$ cat config.mk
export PLATFORM = sky130hd
export DESIGN_NAME = pth_trigger_seq
export DESIGN_NICKNAME = d
export VERILOG_FILES = /design/src/design/pth_pkg.sv /design/src/design/pth_trigger_seq.sv
export SDC_FILE = /design/constraint.sdc
export NUM_CORES = 1
export LEC_CHECK = 0
export BUFFER_PORTS_ARGS = -buffer_cell sky130_fd_sc_hd__buf_2
export CAP_MARGIN = 25
export CORE_MARGIN = 4
export CORE_UTILIZATION = 31
export DETAILED_ROUTE_END_ITERATION = 8
export GPL_TIMING_DRIVEN = 0
export SETUP_SLACK_MARGIN = 0.4
export SYNTH_ARGS = -nofsm -noshare
export SYNTH_HDL_FRONTEND = slang
export SYNTH_SLANG_ARGS = --single-unit
$ cat constraint.sdc
create_clock -name clk -period 3.1 [get_ports clk]
set_input_delay 0.155 -clock clk [delete_from_list [all_inputs] [get_ports clk]]
set_output_delay 0.155 -clock clk [all_outputs]
set_load 0.05 [all_outputs]
$ cat src/design/pth_pkg.sv
// Package for the prober trigger handshake sequencer.
// Assumes a single 20 MHz system clock; shared by the sequencer and its bench.
package pth_pkg;

    localparam int unsigned CLK_HZ          = 20000000;
    localparam int unsigned MS_PER_S        = 1000;
    localparam int unsigned TICK_CYCLES     = CLK_HZ / MS_PER_S;
    localparam int unsigned TIME_W          = 16;

    // Register word indices, decoded from address bits 5:2 (byte offset is four times the index)
    localparam logic [3:0] OFS_CTRL     = 4'h0;
    localparam logic [3:0] OFS_HOLD     = 4'h1;
    localparam logic [3:0] OFS_WAIT     = 4'h2;
    localparam logic [3:0] OFS_STATUS   = 4'h3;
    localparam logic [3:0] OFS_IRQ_STAT = 4'h4;
    localparam logic [3:0] OFS_IRQ_EN   = 4'h5;
    localparam logic [3:0] OFS_IRQ_CLR  = 4'h6;
    localparam logic [3:0] OFS_CMD      = 4'h7;

    // Control bit positions
    localparam int unsigned CTRL_GO_HIGH   = 0;
    localparam int unsigned CTRL_DONE_EN   = 1;
    localparam int unsigned CTRL_DONE_HIGH = 2;
    localparam logic [2:0]  CTRL_RESET     = 3'h1;

    localparam logic [TIME_W-1:0] HOLD_RESET = 16'h0064;
    localparam logic [TIME_W-1:0] WAIT_RESET = 16'h0064;

    // Event bits: 0 advance, 1 timeout error, 2 step started
    localparam int unsigned EV_W       = 3;
    localparam int unsigned EV_ADVANCE = 0;
    localparam int unsigned EV_TIMEOUT = 1;
    localparam int unsigned EV_START   = 2;

    typedef enum logic [1:0]
    {
        ST_IDLE = 2'b00,
        ST_HOLD = 2'b01,
        ST_WAIT = 2'b10,
        ST_END  = 2'b11
    } pth_state_t;

    typedef struct packed
    {
        logic [5:0]  address;
        logic        read;
        logic        write;
        logic [31:0] writedata;
    } pth_bus_req_t;

    // Members run from the top bit down: go polarity must land on bit 0
    typedef struct packed
    {
        logic        doneHigh;
        logic        doneEn;
        logic        goHigh;
    } pth_ctrl_t;

endpackage

$ cat src/design/pth_trigger_seq.sv
// Trigger handshake sequencer of a board-test prober: drives the go line to an
// external instrument while the tip is down, then advances or flags a timeout.
// Assumes synchronous inputs except doneIn, and an Avalon-MM master on the bus.
// Functional notes
// - Go is asserted toward the instrument once the tip has landed on the pin.
// - With active-high go polarity, go idles low and is high from tip-down until the step ends.
// - With active-low go polarity, go idles high and is low from tip-down until the step ends.
// - A programmable hold time in milliseconds sets how long go stays asserted; with completion on, go stays up until completion or the wait limit ends.
// - With the completion input off, the prober advances as soon as the hold time ends.
// - The completion input, its polarity and limit count only when enabled.
// - With active-high completion polarity, low is idle and high is the activation.
// - With active-low completion polarity, high is idle and low is the activation.
// - A programmable wait limit in milliseconds bounds the watch on the completion input.
// - With completion enabled, the input is watched in the window opened by go.
// - A completion activation within the window makes the prober lift and advance.
// - If the wait limit ends with no activation, an error is raised instead of advancing.
//
// Added by the designer: the Avalon-MM register port and the register addresses.
`timescale 1ns/1ps
module pth_trigger_seq
    import pth_pkg::*;
#(
    parameter int unsigned TICK = TICK_CYCLES
)
(
    input  wire logic                    clk,
    input  wire logic                    rst_b,
    input  wire pth_pkg::pth_bus_req_t   avsReq,
    output logic [31:0]                  avsReadData,
    output logic                         avsWaitRequest,
    input  wire logic                    tipDown,
    input  wire logic                    doneIn,
    output logic                         goOut,
    output logic                         advance,
    output logic                         stepError,
    output logic                         irq
);
    import pth_pkg::*;

    localparam int unsigned TICK_W = $clog2(TICK + 1);

    // Refused at elaboration: a zero tick would never end a millisecond
    if (TICK < 1)
    begin
        $error("TICK must be at least one cycle");
    end

    logic                rstSync1Q;
    logic                rstSyncQ;
    logic                doneMetaQ;
    logic                doneSyncQ;
    pth_ctrl_t           ctrlQ;
    logic [TIME_W-1:0]   holdQ;
    logic [TIME_W-1:0]   waitQ;
    logic [EV_W-1:0]     irqStatQ;
    logic [EV_W-1:0]     irqEnQ;
    pth_state_t          stateQ;
    pth_state_t          stateD;
    logic [TICK_W-1:0]   tickCntQ;
    logic [TIME_W-1:0]   msCntQ;
    logic                busyQ;

    always_ff @(posedge clk or negedge rst_b)
    begin
        if (!rst_b)
        begin
            rstSync1Q <= 1'b0;
            rstSyncQ  <= 1'b0;
        end
        else
        begin
            rstSync1Q <= 1'b1;
            rstSyncQ  <= rstSync1Q;
        end
    end

    // Second stage alone feeds the level decode
    always_ff @(posedge clk or negedge rstSyncQ)
    begin
        if (!rstSyncQ)
        begin
            doneMetaQ <= 1'b0;
            doneSyncQ <= 1'b0;
        end
        else
        begin
            doneMetaQ <= doneIn;
            doneSyncQ <= doneMetaQ;
        end
    end

    // Bus decode; one wait cycle makes read data come from a register
    wire       busReq    = avsReq.read | avsReq.write;
    wire       accept    = busReq & avsWaitRequest == 1'b0;
    wire [3:0] regIdx    = avsReq.address[5:2];
    wire       wrStrobe  = accept & avsReq.write;
    wire       wrCtrl    = wrStrobe & (regIdx == OFS_CTRL);
    wire       wrHold    = wrStrobe & (regIdx == OFS_HOLD);
    wire       wrWait    = wrStrobe & (regIdx == OFS_WAIT);
    wire       wrIrqEn   = wrStrobe & (regIdx == OFS_IRQ_EN);
    wire       wrIrqClr  = wrStrobe & (regIdx == OFS_IRQ_CLR);
    wire       wrAbort   = wrStrobe & (regIdx == OFS_CMD) & avsReq.writedata[0];

    // Activation level per selected polarity, ignored unless enabled
    wire doneActive = ctrlQ.doneEn & (doneSyncQ == ctrlQ.doneHigh);
    wire msTick     = (tickCntQ == TICK_W'(TICK - 1));
    wire msEnd      = msTick & (msCntQ == TIME_W'(0));
    wire inHold     = (stateQ == ST_HOLD);
    wire inWait     = (stateQ == ST_WAIT);
    wire holdDone   = inHold & msEnd & ~ctrlQ.doneEn;
    wire gotDone    = (inHold | inWait) & doneActive;
    wire timedOut   = inWait & msEnd & ~doneActive;
    wire stepEnd    = holdDone | gotDone | timedOut | wrAbort;

    logic [EV_W-1:0] evSet;
    assign evSet = {stateQ == ST_IDLE && tipDown, timedOut, holdDone | gotDone};

    always_comb
    begin
        stateD = stateQ;
        case (stateQ)
            ST_IDLE: if (tipDown) stateD = ST_HOLD;
            ST_HOLD:
            begin
                if (stepEnd)
                    stateD = ST_END;
                else if (msEnd)
                    stateD = ST_WAIT;
            end
            ST_WAIT: if (stepEnd) stateD = ST_END;
            ST_END:  if (!tipDown) stateD = ST_IDLE;
            default: stateD = ST_IDLE;
        endcase
    end

    always_ff @(posedge clk or negedge rstSyncQ)
    begin
        if (!rstSyncQ)
        begin
            stateQ   <= ST_IDLE;
            tickCntQ <= '0;
            msCntQ   <= '0;
        end
        else
        begin
            stateQ   <= stateD;
            tickCntQ <= (stateD != stateQ || msTick) ? '0 : tickCntQ + TICK_W'(1);
            if (stateQ == ST_IDLE)
                msCntQ <= holdQ - TIME_W'(1);
            else if (stateQ == ST_HOLD && msEnd)
                msCntQ <= waitQ - TIME_W'(1);
            else if (msTick && msCntQ != TIME_W'(0))
                msCntQ <= msCntQ - TIME_W'(1);
        end
    end

    always_ff @(posedge clk or negedge rstSyncQ)
    begin
        if (!rstSyncQ)
        begin
            goOut     <= ~CTRL_RESET[CTRL_GO_HIGH];
            advance   <= 1'b0;
            stepError <= 1'b0;
            busyQ     <= 1'b0;
        end
        else
        begin
            // Assert in hold and wait only; drops as the step ends
            goOut     <= ((stateD == ST_HOLD) | (stateD == ST_WAIT)) ~^ ctrlQ.goHigh;
            advance   <= holdDone | gotDone;
            stepError <= timedOut;
            busyQ     <= stateD != ST_IDLE;
        end
    end

    always_ff @(posedge clk or negedge rstSyncQ)
    begin
        if (!rstSyncQ)
        begin
            ctrlQ    <= CTRL_RESET;
            holdQ    <= HOLD_RESET;
            waitQ    <= WAIT_RESET;
            irqEnQ   <= '0;
            irqStatQ <= '0;
            irq      <= 1'b0;
        end
        else
        begin
            if (wrCtrl)
                ctrlQ <= avsReq.writedata[2:0];
            if (wrHold)
                holdQ <= (avsReq.writedata[TIME_W-1:0] == '0) ? TIME_W'(1)
                                                              : avsReq.writedata[TIME_W-1:0];
            if (wrWait)
                waitQ <= (avsReq.writedata[TIME_W-1:0] == '0) ? TIME_W'(1)
                                                              : avsReq.writedata[TIME_W-1:0];
            if (wrIrqEn)
                irqEnQ <= avsReq.writedata[EV_W-1:0];
            // Set wins over a clear in the same cycle
            irqStatQ <= (irqStatQ & ~(wrIrqClr ? avsReq.writedata[EV_W-1:0] : '0)) | evSet;
            irq      <= |(((irqStatQ & ~(wrIrqClr ? avsReq.writedata[EV_W-1:0] : '0)) | evSet)
                          & (wrIrqEn ? avsReq.writedata[EV_W-1:0] : irqEnQ));
        end
    end

    logic [31:0] rdMux;
    always_comb
    begin
        case (regIdx)
            OFS_CTRL:     rdMux = {29'h0, ctrlQ};
            OFS_HOLD:     rdMux = {16'h0, holdQ};
            OFS_WAIT:     rdMux = {16'h0, waitQ};
            OFS_STATUS:   rdMux = {26'h0, busyQ, doneSyncQ, stepError, advance, stateQ};
            OFS_IRQ_STAT: rdMux = {29'h0, irqStatQ};
            OFS_IRQ_EN:   rdMux = {29'h0, irqEnQ};
            default:      rdMux = 32'h0;
        endcase
    end

    always_ff @(posedge clk or negedge rstSyncQ)
    begin
        if (!rstSyncQ)
        begin
            avsWaitRequest <= 1'b1;
            avsReadData    <= 32'h0;
        end
        else
        begin
            avsWaitRequest <= ~(busReq & avsWaitRequest);
            if (busReq & avsWaitRequest & avsReq.read)
                avsReadData <= rdMux;
        end
    end

    a_go_idle_level: assert property (@(posedge clk) disable iff (!rstSyncQ)
        $past(stateD) == ST_IDLE |-> goOut == ~ctrlQ.goHigh || $past(wrCtrl))
        else $error("go not idle while sequencer idle");
    a_go_active_lvl: assert property (@(posedge clk) disable iff (!rstSyncQ)
        (stateQ == ST_WAIT) && !$past(wrCtrl) |-> goOut == ctrlQ.goHigh)
        else $error("go not active in wait window");
    a_advance_cause: assert property (@(posedge clk) disable iff (!rstSyncQ)
        advance |-> $past(holdDone) || $past(gotDone))
        else $error("advance without cause");
    a_error_cause: assert property (@(posedge clk) disable iff (!rstSyncQ)
        stepError |-> $past(inWait) && !$past(doneActive))
        else $error("error without timeout");
    a_err_excl_adv: assert property (@(posedge clk) disable iff (!rstSyncQ)
        !(stepError && advance))
        else $error("error and advance together");
    a_done_ignored: assert property (@(posedge clk) disable iff (!rstSyncQ)
        !ctrlQ.doneEn && inHold && !msEnd && !wrAbort |=> stateQ == ST_HOLD)
        else $error("completion honoured while disabled");
    a_done_advance: assert property (@(posedge clk) disable iff (!rstSyncQ)
        gotDone |=> advance && stateQ == ST_END)
        else $error("completion did not advance");
    a_go_released: assert property (@(posedge clk) disable iff (!rstSyncQ)
        stateQ == ST_END && !$past(wrCtrl) |-> goOut == ~ctrlQ.goHigh)
        else $error("go not released at step end");
    a_sync_delay: assert property (@(posedge clk) disable iff (!rstSyncQ)
        $past(rstSyncQ, 2) |-> doneSyncQ == $past(doneIn, 2))
        else $error("completion sync depth wrong");
    c_hold_only:  cover property (@(posedge clk) disable iff (!rstSyncQ) holdDone);
    c_completion: cover property (@(posedge clk) disable iff (!rstSyncQ) gotDone && inWait);
    c_timeout:    cover property (@(posedge clk) disable iff (!rstSyncQ) timedOut);
endmodule

==> results of run 1 <==
==> power groups by stage <==
stage	Sequential [mW]	Combinational (mW)	Clock, mW
global route	1.95	3.20	1.26
floorplan	1.90	1.67	0
CTS	1.90	2.69	1.19
detailed placement	1.93	2.26	0
global placement	1.94	2.20	0
finish	1.92	2.94	1.17
==> cell families (layout without fill, tap and decap cells) <==
kind of cell	after synthesis	in the layout	share of synthesized area
AO/OA/AOI/OAI	129	129	0.160
XOR/XNOR	24	24	0.0381
adder cells (fa/ha/maj)	7	7	0.0159
buffers and inverters	51	152	0.0501
flip-flops	100	100	0.456
multiplexers	50	50	0.101
other	2	17	0.00136
AND/OR/NAND/NOR	191	191	0.178
==> cell usage in the layout (no fill, tap or decap), types with 4 or more instances in the layout <==
master / count
sky130_fd_sc_hd__buf_6: 8
sky130_fd_sc_hd__inv_1: 9
sky130_fd_sc_hd__xor2_1: 11
sky130_fd_sc_hd__buf_2: 51
sky130_fd_sc_hd__dfstp_2: 8
sky130_fd_sc_hd__xnor2_1: 12
sky130_fd_sc_hd__nor3b_1: 4
sky130_fd_sc_hd__mux2_2: 45
sky130_fd_sc_hd__and3_1: 4
sky130_fd_sc_hd__nor3_2: 5
sky130_fd_sc_hd__and2_1: 6
sky130_fd_sc_hd__mux2i_1: 4
sky130_fd_sc_hd__o21ai_0: 41
sky130_fd_sc_hd__nor4_1: 5
sky130_fd_sc_hd__dfrtp_1: 89
sky130_fd_sc_hd__a211oi_1: 4
sky130_fd_sc_hd__o21ai_1: 5
sky130_fd_sc_hd__buf_4: 46
sky130_fd_sc_hd__clkbuf_1: 9
sky130_fd_sc_hd__nor2_1: 40
sky130_fd_sc_hd__nor2b_1: 5
sky130_fd_sc_hd__nand4_1: 8
sky130_fd_sc_hd__clkbuf_16: 10
sky130_fd_sc_hd__nand3_1: 16
sky130_fd_sc_hd__nor3_1: 15
sky130_fd_sc_hd__a21oi_1: 15
sky130_fd_sc_hd__or3_1: 5
sky130_fd_sc_hd__dlygate4sd3_1: 4
sky130_fd_sc_hd__conb_1: 17
sky130_fd_sc_hd__a22oi_1: 13
sky130_fd_sc_hd__a211o_1: 5
sky130_fd_sc_hd__nand2_1: 53
==> flip-flops by register name, indices dropped and copies added, names as in the netlist <==
name	count
advance	1
avsReadData	16
avsWaitRequest	1
busyQ	1
ctrlQ	3
doneMetaQ	1
doneSyncQ	1
goOut	1
holdQ	16
irq	1
irqEnQ	3
irqStatQ	3
msCntQ	16
rstSync1Q	1
rstSyncQ	1
stateQ	2
stepError	1
tickCntQ	15
waitQ	16
==> final timing paths <==
check	endpoint	slack (ns)	depth (start not counted)
max in group asynchronous	waitQ[5]$_DFFE_PN1P_	2.12	1
worst min-delay path	holdQ[12]$_DFFE_PN0P_	0.07	2
worst max-delay path	msCntQ[6]$_DFFE_PN0P_	0.13	14
worst max register to register	msCntQ[6]$_DFFE_PN0P_	0.13	14
min in group asynchronous	rstSyncQ$_DFF_PN0_	0.11	2
worst min register to register	irq$_DFF_PN0_	0.25	0
==> area by class of cell <==
type	instances	area [um^2]
Clock inverter	7	86.3
Clock buffer	9	225
Sequential cell	100	2520
Timing Repair Buffer	85	589
Fill cell	1663	10300
Tap cell	225	282
Multi-Input combinational cell	418	2970
Inverter	11	46.3
Buffer	40	302
==> stage by stage <==
stage | util | std cells | hold WS (ns)
2_1_floorplan | - | 569 | -0.141
3_3_place_gp | 0.355 | 840 | -0.0607
3_5_place_dp | 0.356 | 841 | -0.0571
4_1_cts | 0.395 | 888 | 0.0595
5_1_grt | 0.405 | 895 | 0.0629
6_report | 0.405 | 895 | 0.0668
==> metal layers <==
layer,part of all wire,wire [um]
met5,0,0
met4,0.021,329
met3,0.062,987
met2,0.49,7820
met1,0.43,6860
==> worst reg2reg max path, delay by kind of cell (launching register included) <==
kind / cells / cell delay (ns)
muxes: 1 / 0.29
DFF: 1 / 0.43
AOI/OAI and AO/OA: 5 / 0.58
adders and majority gates: 2 / 0.35
and+or+nand+nor: 4 / 0.95
buffers and inverters: 2 / 0.25
==> timing repair <==
| action | 4_1_cts | 5_1_grt |
|---|---|---|
| hold buffers | 4 | 0 |
| buffers inserted | 26 | 7 |
| endpoints found under the hold margin | 4 | 0 |
| pin swaps | 15 | 12 |
| gates resized for setup | 32 | 21 |
| gates cloned | 1 | 0 |
| endpoints found under the setup margin | 32 | 32 |
==> implementation parameters, run 1 <==
Parameter                              Value

CTS
  H-tree level count    3
  Cell chosen for the clock root    sky130_fd_sc_hd__clkbuf_16
  CTS max path bufs    2
  TritonCTS clock tree    done
  Worst-Skew Late Latency    ~0.35 ns
  Clock tree sinks    100
  Total clock buffers created by CTS    9
  Clock transition time at the flip-flop clock pins of the worst setup and hold paths    roughly 0.080 ns

Routing
  DRC violation total after the first TritonRoute iteration    261
  DR WL/cell    17.9 um
  Detailed Route WL    between 15000 and 20000 um
  Detailed-route DRC error count    0
  Number of detailed-routing iterations run before antenna repair    6
  Number of antenna-violating nets in the routed design    0
  Via/cell ratio    between 5 and 6
  DR vias    4783

Global routing
  Wire length of the first global-routing pass    roughly 26000 um
  Met1 Track Usage GR    0.214
  Initial antenna violation count    0
  GR Util All Layers    0.162
  Number of global-route vias before repair    approximately 5000
  Remaining global-route overflow    0
  Met3 Track Usage GR    0.0185
  GRT Max-Usage Layer    met2
  Met2 Resource Use GR    0.277
  Maximum number of pins on one net before global-route repair    74

Power
  Worst ir drop on vdd    ~0.35 mV
  Final total power    6.03 mW
  Cell-internal power    roughly 3.5 mW
  Combinational share of power    0.488
  Net Sw Frac    0.412
  Switching power    roughly 2.5 mW
  Leakage Power    3.09 nW
  PD cells    about 860 mW/mm^2
  Clock network fraction of total power    0.194
  Reg power frac    0.318

STA
  Setup tns final    0 ns
  Final setup viols    0
  Post-Route Skew    0.0101 ns
  Final Worst Setup Slack    roughly 0.13 ns
  Actual transition at the worst max-transition pin    approximately 0.7 ns
  Crit path time final    around 3 ns
  Max Clock Freq    337 MHz
  Fraction of the cycle the final worst path needs    0.957
  RSZ-0062 raised after global routing    yes
  Count of pins over their slew limit    0
  Slew Limit Headroom    0.546
  Hold Vio Cnt, Final    0

Yosys
  Share of synthesized registers carrying an async set or reset    1.00
  Summed instance area of the synthesized netlist    approximately 0.0055 mm^2
  Number of distinct library cells after synthesis    65
  Mean Syn Cell Area    about 10 um^2
  Main synth FF type    sky130_fd_sc_hd__dfrtp_1
  FF+latch count, synth    100
  Gate count after technology mapping    about 550
  Cell type with the largest total area after synthesis    sky130_fd_sc_hd__dfrtp_1
  Top-count cell post-synth    sky130_fd_sc_hd__dfrtp_1
  Post-synth EDFFs    0
  Warnings, synthesis    0
  Commonest cells in the synthesized netlist    92 x sky130_fd_sc_hd__dfrtp_1, 55 x sky130_fd_sc_hd__nand2_1, 49 x sky130_fd_sc_hd__o21ai_0
  Share of synthesized area occupied by flip-flops and latches    0.456
  Leading post-synthesis cells by cell area    sky130_fd_sc_hd__dfrtp_1 42%, sky130_fd_sc_hd__mux2_2 9.2%, sky130_fd_sc_hd__o21ai_0 4.4%, sky130_fd_sc_hd__dfstp_2 3.8%, sky130_fd_sc_hd__nand2_1 3.7%
  Top cell type's share of synthesized area    0.417

Layout
  Share of layout cells above drive strength 1    0.333
  Total non-filler cell area in the finished layout    between 0.007 and 0.008 mm^2
  Net count of the finished layout    ~720
  Post-synthesis to final-layout area growth    27.3%
  Ant diodes    0

Critical path
  Startpoint type of the worst setup path    flop
  Kind of end point of the critical path    flop
  Worst-path maximum fanout    4
  Data required time of the worst path    around 3.3 ns
  Reg-to-reg critical path startpoint    stateQ[1]$_DFF_PN0_
  Classification of the worst setup path    flop to flop
  Crit path max-delay family    simple AND/OR/NAND/NOR gates
  Peak per-stage delay on the critical path    ~0.43 ns
  Sum of buffers and inverters on the critical path    2
  Critical Path Slowest Stage Cell    sky130_fd_sc_hd__dfrtp_2
  Critical Path, Cell by Cell    inv_4 > ha_4 > nor4bb_4 > nand4_1 > nor3_4 > buf_6 > a211o_1 > o21ai_2 > ha_4 > o21ai_4 > o21ai_4 > and3_4 > mux2_4 > a211o_1
  Crit path DAT    3.20 ns
  Crit path from    stateQ[1]$_DFF_PN0_

Floorplan
  Full die area    about 0.020 mm^2
  CORE AREA    approximately 0.017 mm^2
  Starting density of the core    0.318
  Horizontal die dimension    about 140 um
  Die outline height    around 140 um
  I/O Pins    just over 80
  Row Count    48

Place
  Half-perimeter wire length after detailed placement    roughly 12000 um
  Number of buffer cells added on primary ports    46
  Final estimated routing congestion in global placement    around 0.93
  Placed instance area    ~0.006 mm^2
  Pre-CTS setup slack    -0.515 ns

Min path
  Worst hold path class    input pin to flop
  Worst min-delay path startpoint    avsReq[12]

Status
  Outcome    completed

Job
  Max-capacitance violation count    0
(Power assumes the default switching activity.)
==> run 2, diff against run 1 <==
--- a/config.mk
+++ b/config.mk
@@ -6,12 +6,11 @@
 export NUM_CORES = 1
 export LEC_CHECK = 0
 export BUFFER_PORTS_ARGS = -buffer_cell sky130_fd_sc_hd__buf_2
-export CAP_MARGIN = 25
+export CAP_MARGIN = 10
 export CORE_MARGIN = 4
 export CORE_UTILIZATION = 31
 export DETAILED_ROUTE_END_ITERATION = 8
 export GPL_TIMING_DRIVEN = 0
-export SETUP_SLACK_MARGIN = 0.4
 export SYNTH_ARGS = -nofsm -noshare
 export SYNTH_HDL_FRONTEND = slang
 export SYNTH_SLANG_ARGS = --single-unit
==> implementation parameters, run 2 (same netlist as run 1, synthesis figures left out) <==
Parameter                              Value

Status
  Outcome    completed

Floorplan
  I/O Pins    81 (unchanged)
  Full die area    0.0200 mm^2 (unchanged)
  Die outline height    141 um (unchanged)
  Starting density of the core    0.318 (unchanged)
  Horizontal die dimension    141 um (unchanged)
  Row Count    48 (unchanged)
  CORE AREA    0.0174 mm^2 (unchanged)

Layout
  Storage element area    0.00252 mm^2 (unchanged)
  Post-synthesis to final-layout area growth    22.1%
  Fill count    1694 (+1.9%)
  Net count of the finished layout    698 (-2.5%)
  Area of combinational cells with multiple inputs    0.00288 mm^2 (-3.2%)
  Leading cell type in the layout, fill and taps excluded    sky130_fd_sc_hd__dfrtp_1
  Share of layout cells above drive strength 1    0.293 (-0.0399)
  Total non-filler cell area in the finished layout    0.00673 mm^2 (-4.2%)
  Highest-count cells in the layout ignoring fill and taps    89 x sky130_fd_sc_hd__dfrtp_1, 55 x sky130_fd_sc_hd__nand2_1, 51 x sky130_fd_sc_hd__buf_2
  Fin util    0.388 (-0.0168)
  Ant diodes    0 (unchanged)

Routing
  Via/cell ratio    5.23 (-2.2%)
  DR WL/cell    17.0 um (-5.1%)
  Detailed-route DRC error count    0 (unchanged)
  Number of antenna-violating nets in the routed design    0 (unchanged)
  DRC violation total after the first TritonRoute iteration    199 (-24%)
  Number of detailed-routing iterations run before antenna repair    5 (-1)
  DR vias    4584 (-4.2%)
  Detailed Route WL    14900 um (-7.1%)

Job
  Max-capacitance violation count    0 (unchanged)

Global routing
  Remaining global-route overflow    0 (unchanged)
  GR Util All Layers    0.153 (-0.00922)
  Maximum number of pins on one net before global-route repair    70 (-5.4%)
  Number of global-route vias before repair    4589 (-6.4%)
  Wire length of the first global-routing pass    24700 um (-5.3%)
  Initial antenna violation count    0 (unchanged)

Critical path
  Classification of the worst setup path    flop to flop
  Reg-to-reg critical path startpoint    stateQ[0]$_DFF_PN0_
  Kind of end point of the critical path    flop
  Data required time of the worst path    3.38 ns (+0.05 ns)
  Number of cell instances on the worst register-to-register path    11 (-3)
  Worst-path maximum fanout    10 (+6)
  Startpoint type of the worst setup path    flop
  Crit path from    stateQ[0]$_DFF_PN0_
  Crit path DAT    3.29 ns (+0.09 ns)

Power
  Switching power    2.27 mW (-8.8%)
  Leakage Power    2.95 nW (-4.7%)
  Net Sw Frac    0.405 (-0.00693)
  Clock network fraction of total power    0.210 (+0.016)
  Reg power frac    0.341 (+0.023)
  PD cells    831 mW/mm^2 (-3.2%)
  Worst ir drop on vdd    0.378 mV (+8.8%)
  Cell-internal power    3.32 mW (-6.1%)
  Combinational share of power    0.449 (-0.039)

Place
  Number of buffer cells added on primary ports    46 (unchanged)
  Final estimated routing congestion in global placement    0.889 (-4.3%)
  Placed instance area    0.00613 mm^2 (-0.95%)
  Pre-CTS setup slack    -0.663 ns (-0.147 ns)
  Half-perimeter wire length after detailed placement    10800 um (-6.6%)

STA
  Slew Limit Headroom    0.557 (+0.0109)
  Post-Route Skew    0.0122 ns (+0.00210 ns)
  Final Worst Setup Slack    0.0910 ns (-0.0423 ns)
  Fraction of the cycle the final worst path needs    0.971 (+0.0136)
  Final setup viols    0 (unchanged)
  Count of pins over their slew limit    0 (unchanged)
  Setup tns final    0 ns (unchanged)
  Worst hold slack across all endpoints    0.0662 ns (-0.000534 ns)
  Crit path time final    3.01 ns (+0.0423 ns)
  RSZ-0062 raised after global routing    yes
  Max Clock Freq    332 MHz (-1.4%)
  Hold Vio Cnt, Final    0 (unchanged)
  Actual transition at the worst max-transition pin    0.659 ns (-0.0225 ns)

Min path
  Worst min-delay path startpoint    avsReq[13]
  Number of stages on the worst hold path    2 (unchanged)
  Worst hold path class    input pin to flop

CTS
  CTS max path bufs    2 (unchanged)
  Clock transition time at the flip-flop clock pins of the worst setup and hold paths    0.08 ns (about the same)
  Cell chosen for the clock root    sky130_fd_sc_hd__clkbuf_16
  Clock tree sinks    100 (unchanged)
  Total clock buffers created by CTS    9 (unchanged)
  H-tree level count    3 (unchanged)
  TritonCTS clock tree    done
  Worst-Skew Late Latency    0.35 ns (about the same)
## run 2: changes by cell type in the layout (fill, tap and decap cells not counted), sizes merged
cell	delta
buf	-18
bufinv	+1
clkinvlp	+1
inv	-2
## run 2: final timing paths
path / endpoint / slack (ns)
worst max-delay path: msCntQ[15]$_DFFE_PN0P_ / 0.09
worst min-delay path: holdQ[13]$_DFFE_PN0P_ / 0.07
worst max register to register: msCntQ[15]$_DFFE_PN0P_ / 0.09
worst min register to register: irq$_DFF_PN0_ / 0.27
max in group asynchronous: holdQ[6]$_DFFE_PN1P_ / 2.13
min in group asynchronous: rstSyncQ$_DFF_PN0_ / 0.12
## run 2: what timing repair did
item                       4_1_cts  5_1_grt
hold buffers                     4        0
gates resized for setup         28       11
setup endpoints to repair        8        6
hold endpoints to repair         4        0
pin swaps                        6        8
setup buffers                   13        4
## run 2: final cells by class
cell class,count,share of cell area
sequential,100,0.374
inverter,11,0.00688
buffer,39,0.0405
clock buffer,9,0.0335
multi-input combinational,418,0.428
tap,225,0.0418
timing repair buffer,68,0.0638
clock inverter,7,0.0119
## run 2: critical path: stages (launching register included)
cell	delay [ns]
sky130_fd_sc_hd__dfrtp_2	0.44
sky130_fd_sc_hd__buf_6	0.14
sky130_fd_sc_hd__ha_4	0.17
sky130_fd_sc_hd__nor4bb_1	0.12
sky130_fd_sc_hd__nand4_1	0.22
sky130_fd_sc_hd__buf_4	0.17
sky130_fd_sc_hd__buf_4	0.18
sky130_fd_sc_hd__nor4_1	0.10
sky130_fd_sc_hd__nor4_1	0.62
sky130_fd_sc_hd__nand3_1	0.24
sky130_fd_sc_hd__or3_1	0.39
sky130_fd_sc_hd__a31oi_1	0.16
## run 2: metal layers
layer	track usage	share of wire	vias to the layer above	wire, um
met5	0	0	-	0
met4	0.0535	0.020	0	300
met3	0.0286	0.057	27	845
met2	0.249	0.48	164	7140
met1	0.204	0.44	2215	6580
li1	-	-	2178	-
## run 2: metrics by stage
step / power [mW] / cells
after CTS: 5.52 / 874
after floorplan: 3.50 / 569
final: 5.59 / 877
after global placement: 4.06 / 840
after detailed placement: 4.08 / 841
after global routing: 5.97 / 877
## run 2: power by group through the flow
stage,Sequential (mW),Combinational [mW],Clock [mW]
global placement,1.94,2.13,0
floorplan,1.90,1.61,0
global route,1.95,2.75,1.27
CTS,1.89,2.42,1.21
detailed placement,1.92,2.17,0
finish,1.91,2.51,1.18
